<file path="src/core/pmurb_pkg.sv">
// constants, types and register map of the channel readback block
package pmurb_pkg;

	// ==========================================================
	// bus geometry
	localparam int unsigned ADDR_W = 8;
	localparam int unsigned DATA_W = 32;
	localparam int unsigned NUM_CH = 4;
	localparam int unsigned SEL_W = 2;

	// ==========================================================
	// register offsets
	localparam logic [ADDR_W-1:0] OFS_CH0_CFG = 8'h00;
	localparam logic [ADDR_W-1:0] OFS_CH1_CFG = 8'h04;
	localparam logic [ADDR_W-1:0] OFS_CH2_CFG = 8'h08;
	localparam logic [ADDR_W-1:0] OFS_CH3_CFG = 8'h0C;
	localparam logic [ADDR_W-1:0] OFS_SYS_CTRL = 8'h10;
	localparam logic [ADDR_W-1:0] OFS_READ_SEL = 8'h14;
	localparam logic [ADDR_W-1:0] OFS_READBACK = 8'h18;
	localparam logic [ADDR_W-1:0] OFS_IRQ_STAT = 8'h1C;
	localparam logic [ADDR_W-1:0] OFS_IRQ_MASK = 8'h20;

	// ==========================================================
	// field positions in written words
	localparam int unsigned POS_CLR_TEMP = 6;
	localparam int unsigned POS_CFG_LO = 7;
	localparam int unsigned SYS_CL_LO = 0;
	localparam int unsigned SYS_CPO_LO = 4;
	localparam int unsigned IRQ_W = 2;
	localparam int unsigned IRQ_ONSET = 0;
	localparam int unsigned IRQ_CLEARED = 1;

	// ==========================================================
	// enumerations
	typedef enum logic [1:0] {
		PMURB_FV_ICLAMP,
		PMURB_FI_VCLAMP,
		PMURB_HIZ_VOLT,
		PMURB_HIZ_CURR
	} pmurb_force_t;

	typedef enum logic [1:0] {
		PMURB_MEAS_ISENSE,
		PMURB_MEAS_VSENSE,
		PMURB_MEAS_TEMP,
		PMURB_MEAS_HIZ
	} pmurb_meas_t;

	// ==========================================================
	// per-channel settings, laid out as readback bits 21 down to 7
	typedef struct packed {
		logic channel_on;
		pmurb_force_t force_select;
		logic reserved_bit;
		logic [2:0] range_code;
		pmurb_meas_t measure_route;
		logic force_input_select;
		logic system_force_connect;
		logic system_sense_connect;
		logic current_limiter_on;
		logic comparator_output_on;
		logic compare_voltage;
	} pmurb_chan_t;

	localparam int unsigned CFG_W = $bits(pmurb_chan_t);

	// full 24-bit readback word
	typedef struct packed {
		logic [1:0] access_select;
		pmurb_chan_t chan;
		logic temp_alarm_sticky;
		logic temp_alarm_live;
		logic [4:0] unused_bits;
	} pmurb_word_t;

	localparam logic [1:0] ACCESS_CHANNEL = 2'h0;
	localparam logic [4:0] UNUSED_ZERO = 5'h00;

	// ==========================================================
	// reset values
	localparam pmurb_chan_t CHAN_RST = '0;
	localparam logic [DATA_W-1:0] RD_ZERO = 32'h0000_0000;

endpackage

</file>
<file path="src/core/pmurb_readback.sv">
// channel configuration store, temperature alarm and 24-bit readback word
`timescale 1ns/10ps
module pmurb_readback (
	// clock, reset, enable
	input wire logic clk_i,
	input wire logic sys_rst_i,
	input wire logic ce_i,
	// register port
	input wire logic [pmurb_pkg::ADDR_W-1:0] addr_i,
	input wire logic [pmurb_pkg::DATA_W-1:0] wdata_i,
	input wire logic wr_i,
	input wire logic rd_i,
	output logic [pmurb_pkg::DATA_W-1:0] rdata_o,
	// over-temperature sense and alarm pin
	input wire logic over_temp_i,
	output logic temp_alarm_pin_o,
	output logic temp_alarm_pin_oe_o,
	// interrupt
	output logic irq_o
);

	// ==========================================================
	// state
	typedef struct packed {
		pmurb_pkg::pmurb_chan_t [pmurb_pkg::NUM_CH-1:0] cfg;
		logic [pmurb_pkg::SEL_W-1:0] sel;
		logic temp_meta;
		logic temp_live;
		logic temp_sticky;
		logic [pmurb_pkg::IRQ_W-1:0] irq_stat;
		logic [pmurb_pkg::IRQ_W-1:0] irq_mask;
		logic [pmurb_pkg::DATA_W-1:0] rdata;
		logic irq;
		logic pin_oe;
	} pmurb_state_t;

	pmurb_state_t st_ff;
	pmurb_state_t nxt_st;
	pmurb_pkg::pmurb_word_t word;
	pmurb_pkg::pmurb_chan_t wr_cfg;
	logic [pmurb_pkg::IRQ_W-1:0] ev;
	logic live_next;

	// ==========================================================
	// readback word of the selected channel
	always_comb begin
		word = '0;
		word.access_select = pmurb_pkg::ACCESS_CHANNEL;
		word.chan = st_ff.cfg[st_ff.sel];
		word.chan.reserved_bit = 1'b0;
		word.temp_alarm_sticky = st_ff.temp_sticky;
		word.temp_alarm_live = st_ff.temp_live;
		word.unused_bits = pmurb_pkg::UNUSED_ZERO;
	end

	// ==========================================================
	// next state
	always_comb begin
		nxt_st = st_ff;
		wr_cfg = wdata_i[pmurb_pkg::POS_CFG_LO +: pmurb_pkg::CFG_W];
		wr_cfg.reserved_bit = 1'b0;
		// first synchroniser stage feeds both the second stage and the onset edge detect
		nxt_st.temp_meta = over_temp_i;
		nxt_st.temp_live = st_ff.temp_meta;
		live_next = st_ff.temp_meta;
		ev = '0;
		ev[pmurb_pkg::IRQ_ONSET] = live_next & ~st_ff.temp_live;
		ev[pmurb_pkg::IRQ_CLEARED] = 1'b0;

		// sticky flag: a live alarm keeps it set even during a clear
		if (wr_i && wdata_i[pmurb_pkg::POS_CLR_TEMP] && (addr_i == pmurb_pkg::OFS_CH0_CFG
				|| addr_i == pmurb_pkg::OFS_CH1_CFG || addr_i == pmurb_pkg::OFS_CH2_CFG
				|| addr_i == pmurb_pkg::OFS_CH3_CFG)) begin
			nxt_st.temp_sticky = 1'b0;
			ev[pmurb_pkg::IRQ_CLEARED] = st_ff.temp_sticky & ~st_ff.temp_live;
		end
		if (st_ff.temp_live) begin
			nxt_st.temp_sticky = 1'b1;
		end

		// register writes
		if (wr_i) begin
			unique case (addr_i)
				pmurb_pkg::OFS_CH0_CFG: begin
					nxt_st.cfg[0] = wr_cfg;
				end
				pmurb_pkg::OFS_CH1_CFG: begin
					nxt_st.cfg[1] = wr_cfg;
				end
				pmurb_pkg::OFS_CH2_CFG: begin
					nxt_st.cfg[2] = wr_cfg;
				end
				pmurb_pkg::OFS_CH3_CFG: begin
					nxt_st.cfg[3] = wr_cfg;
				end
				pmurb_pkg::OFS_SYS_CTRL: begin
					// system path overwrites the same bits, so the last writer wins
					for (int i = 0; i < pmurb_pkg::NUM_CH; i++) begin
						nxt_st.cfg[i].current_limiter_on =
							wdata_i[pmurb_pkg::SYS_CL_LO + i];
						nxt_st.cfg[i].comparator_output_on =
							wdata_i[pmurb_pkg::SYS_CPO_LO + i];
					end
				end
				pmurb_pkg::OFS_READ_SEL: begin
					nxt_st.sel = wdata_i[pmurb_pkg::SEL_W-1:0];
				end
				pmurb_pkg::OFS_IRQ_STAT: begin
					nxt_st.irq_stat = st_ff.irq_stat & ~wdata_i[pmurb_pkg::IRQ_W-1:0];
				end
				pmurb_pkg::OFS_IRQ_MASK: begin
					nxt_st.irq_mask = wdata_i[pmurb_pkg::IRQ_W-1:0];
				end
				default: begin
				end
			endcase
		end
		// set wins over a simultaneous clear
		nxt_st.irq_stat = nxt_st.irq_stat | ev;

		// register reads, data valid in the following cycle only
		nxt_st.rdata = pmurb_pkg::RD_ZERO;
		if (rd_i) begin
			unique case (addr_i)
				pmurb_pkg::OFS_CH0_CFG: begin
					nxt_st.rdata[pmurb_pkg::POS_CFG_LO +: pmurb_pkg::CFG_W] = st_ff.cfg[0];
				end
				pmurb_pkg::OFS_CH1_CFG: begin
					nxt_st.rdata[pmurb_pkg::POS_CFG_LO +: pmurb_pkg::CFG_W] = st_ff.cfg[1];
				end
				pmurb_pkg::OFS_CH2_CFG: begin
					nxt_st.rdata[pmurb_pkg::POS_CFG_LO +: pmurb_pkg::CFG_W] = st_ff.cfg[2];
				end
				pmurb_pkg::OFS_CH3_CFG: begin
					nxt_st.rdata[pmurb_pkg::POS_CFG_LO +: pmurb_pkg::CFG_W] = st_ff.cfg[3];
				end
				pmurb_pkg::OFS_SYS_CTRL: begin
					for (int i = 0; i < pmurb_pkg::NUM_CH; i++) begin
						nxt_st.rdata[pmurb_pkg::SYS_CL_LO + i] = st_ff.cfg[i].current_limiter_on;
						nxt_st.rdata[pmurb_pkg::SYS_CPO_LO + i] =
							st_ff.cfg[i].comparator_output_on;
					end
				end
				pmurb_pkg::OFS_READ_SEL: begin
					nxt_st.rdata[pmurb_pkg::SEL_W-1:0] = st_ff.sel;
				end
				pmurb_pkg::OFS_READBACK: begin
					nxt_st.rdata[$bits(pmurb_pkg::pmurb_word_t)-1:0] = word;
				end
				pmurb_pkg::OFS_IRQ_STAT: begin
					nxt_st.rdata[pmurb_pkg::IRQ_W-1:0] = st_ff.irq_stat;
				end
				pmurb_pkg::OFS_IRQ_MASK: begin
					nxt_st.rdata[pmurb_pkg::IRQ_W-1:0] = st_ff.irq_mask;
				end
				default: begin
				end
			endcase
		end

		nxt_st.irq = |(nxt_st.irq_stat & nxt_st.irq_mask);
		// open-drain pin pulled low while an alarm is held
		nxt_st.pin_oe = nxt_st.temp_sticky;
	end

	// ==========================================================
	// registers
	always_ff @(posedge clk_i or posedge sys_rst_i) begin
		if (sys_rst_i) begin
			st_ff <= '0;
		end else if (ce_i) begin
			st_ff <= nxt_st;
		end
	end

	// ==========================================================
	// outputs
	assign rdata_o = st_ff.rdata;
	assign irq_o = st_ff.irq;
	assign temp_alarm_pin_oe_o = st_ff.pin_oe;
	assign temp_alarm_pin_o = 1'b0;

endmodule

</file>
<file path="config.mk">
export PLATFORM = sky130hd
export DESIGN_NAME = pmurb_readback
export DESIGN_NICKNAME = d
export VERILOG_FILES = /design/src/core/pmurb_pkg.sv /design/src/core/pmurb_readback.sv
export SDC_FILE = /design/constraint.sdc
export NUM_CORES = 1
export LEC_CHECK = 0
export ABC_AREA = 0
export ABC_CLOCK_PERIOD_IN_PS = 3620
export BUFFER_PORTS_ARGS = -buffer_cell sky130_fd_sc_hd__buf_4
export CORE_ASPECT_RATIO = 0.75
export CORE_MARGIN = 5
export CORE_UTILIZATION = 37
export DETAILED_ROUTE_END_ITERATION = 8
export GPL_TIMING_DRIVEN = 0
export PLACE_DENSITY = 0.55
export SLEW_MARGIN = 20
export SYNTH_ARGS = -nofsm -noshare
export SYNTH_HDL_FRONTEND = slang
export SYNTH_SLANG_ARGS = --single-unit
export TNS_END_PERCENT = 20
</file>
<file path="constraint.sdc">
create_clock -name clk_i -period 3.62 [get_ports clk_i]
set_input_delay 0.724 -clock clk_i [delete_from_list [all_inputs] [get_ports clk_i]]
set_output_delay 0.724 -clock clk_i [all_outputs]
set_load 0.1 [all_outputs]
</file>
==> metrics.yaml <==
clock_sink_count: 87
number_of_synthesized_flops_with_an_enable_pin: 0
reg2reg_depth: 5
finalCriticalPeriod_ns: 2.49
drt_drc_violations_left: 0
die_span_x_um: 141
synthFlopType: "dfrtp_1"
critPathLaunchType: "input pin"
timing.critical_path.to_type: "register"
crit_end: "rdata_o[2]"
most-common-layout-cells: "buf_4 (88), dfrtp_1 (87), mux2_2 (59), nand2_1 (24), o21ai_0 (20)"
fmaxAchievable_mhz: 402
grtUsageTotal_pct: 17.3
ys_warn_count: 0
static-leakage-power_nw: 2.68
worst-setup-path-type: "input pin to register"
crit_required_ns: 3.90
drt_first_iter_violations: 193
synth_area_per_cell_um2: 12.0
most_common_cell_after_layout_fill_and_taps_aside: "buf_4"
cts.path.max_buffers: 2
ys_seq_elements: 87
syn_inst: 398
floorplan.rows: 36
clock_tree.root_cell: "clkbuf_16"
clock_insertion_delay_worst_skew_ns: 0.34
avgViaCountPerCell: 5.47
post_synth_num_cell_types: 48
floorplan.initialDensity_pct: 37.3
rr_endpoint: "rdata_o[12]"
min-delay-path-class: "input pin to asynchronous set/reset pin"
endpoints_failing_hold: 0
route.detailed.wl_per_inst_um: 19.6
number_of_max_cap_violations: 0
clkTransAtPathRegs_ns: 0.06
unrepaired_setup_endpoints_after_global_routing: "false"
critPathArrivalTime_ns: 2.77
hpwl_after_detailed_placement_um: 9330
antenna_found_initial: 0
setup.reg_to_reg.worst_slack_ns: 1.60
timing.critical_path.fanout_max: 10
synth.cell_area_um2: 4790
grt_start_max_net_pins: 59
antenna_cells: 0
core_region_area_um2: 12800
globalplace.congestion: 0.899
ios: 81
drt_antenna_net_count: 0
gr-total-overflow: 0
synth_seq_area_share_pct: 45.5
timing.max_slew.rel_slack_pct: 49.4
post_cts.repair.setup_buffers: 0
final.fill_count: 1218
max-vdd-ir-drop_mv: 0.240
finalSetupViolCount: 0
nets_finish: 522
portBuffers: 55
cts_repair_resize_count: 0
area_delta_synth_final_pct: 21.4
final_layout_size_suffix_gt1_share_pct: 40.7
timing.rr.start: "st_ff[42]"
cts_buffers: 9
fp.dieH_um: 109
tightestPinTransition_ns: 0.759
fin_crit_sh_pct: 68.8
cts_hold_buf: 0
tritoncts: "yes"
run_status: "completed"
total_power_mw: 2.43
final_max_slew_viol_count: 0
overall_die_area_um2: 15300
routed_wl_um: 12800
grt_pass1_vias: 3478
vias: 3569
ctsHtreeMaxLevel: 3
clock_skew_ns: 0.00703
power_per_cell_area_nw_per_um2: 419
final_core_util_pct: 45.3
finalSetupTns_ns: 0
synth-async-reset-ratio_pct: 100
timing.critical_path.from: "addr_i[2]"
drt_first_pass_iters: 5
grt_pass1_wl_um: 20300
-- synth_stat cells (7+ instances only) --
library cell	count	area (um2)
a21oi_1	9	45.0
a22o_1	15	131
a31oi_1	11	68.8
a32oi_1	7	61.3
buf_2	11	55.1
buf_4	33	248
clkbuf_1	15	56.3
dfrtp_1	87	2180
mux2_2	59	664
mux4_2	14	315
nand2_1	24	90.1
nand3b_1	10	75.1
nor2_1	7	26.3
o21ai_0	20	100
o2bb2ai_1	7	61.3
-- worst min path at each step --
stage                           start     endpoint  slack, ns  depth (start not counted)
after floorplan            rdata_o[0]   rdata_o[0]       0.46                          1
after global placement     rdata_o[6]   rdata_o[6]       0.48                          1
after detailed placement  rdata_o[13]  rdata_o[13]       0.48                          1
after CTS                   sys_rst_i    st_ff[70]       0.39                          2
after global routing        sys_rst_i    st_ff[67]       0.42                          2
final                       sys_rst_i    st_ff[70]       0.38                          2
-- per-stage QoR --
step                      std cells  area (um2)  worst slack (ns)  hold slack (ns)
after floorplan                 409        4830             0.646            0.456
after global routing            652        5810              1.06            0.416
after detailed placement        636        5490             0.828            0.479
final                           652        5810              1.13            0.380
after global placement          635        5460            -0.457            0.479
after CTS                       652        5810              1.18            0.389
-- sequential cells by signal, summed over array words and instances, names as in the netlist --
| register | cells |
|---|---|
| irq_o | 1 |
| live_next | 1 |
| rdata_o | 21 |
| st_ff | 63 |
| temp_alarm_pin_oe_o | 1 |
-- layout make-up --
class	instances	area (um2)	share of cell area [%]
clock buffers	13	260	4.48
clock inverters	3	65.1	1.12
flip-flops and latches	87	2180	37.5
repair buffers	56	440	7.58
well taps	171	214	3.68
multi-input cells	256	2260	38.9
plain buffers	61	374	6.44
inverters	5	21.3	0.366
-- layer usage --
layer  routed length [um]  track usage [%]  vias up
li1                     -                -     1627
met1                 6260             26.0     1796
met2                 5370             24.7      129
met3                  971             4.11       17
met4                  193             4.56        0
met5                    0                0        -
-- critical path, stage by stage --
cell and delay [ns]:
buf_4 0.12, buf_6 0.14, nor4_1 0.63, buf_2 0.40, nand2_1 0.27, nor2_1 0.32
a22o_1 0.17
-- cells by family (layout without fill, tap and decap cells) --
logic type             Yosys count  after routing  share of synthesized area, %
flip-flops                      87             87                          45.5
multiplexers                    82             82                          23.8
other                            1             12                        0.0783
buffers and inverters           66            138                          8.21
AO/OA/AOI/OAI                   92             92                          13.6
AND/OR/NAND/NOR                 70             70                          8.86
-- power by group --
| part | internal, mW | leakage, nW | switching [mW] |
|---|---|---|---|
| Clock | 0.642 | 0.160 | 0.387 |
| Combinational | 0.120 | 1.34 | 0.240 |
| Sequential | 1.01 | 1.18 | 0.0322 |
No activity file was read; power rests on OpenSTA's default activity.
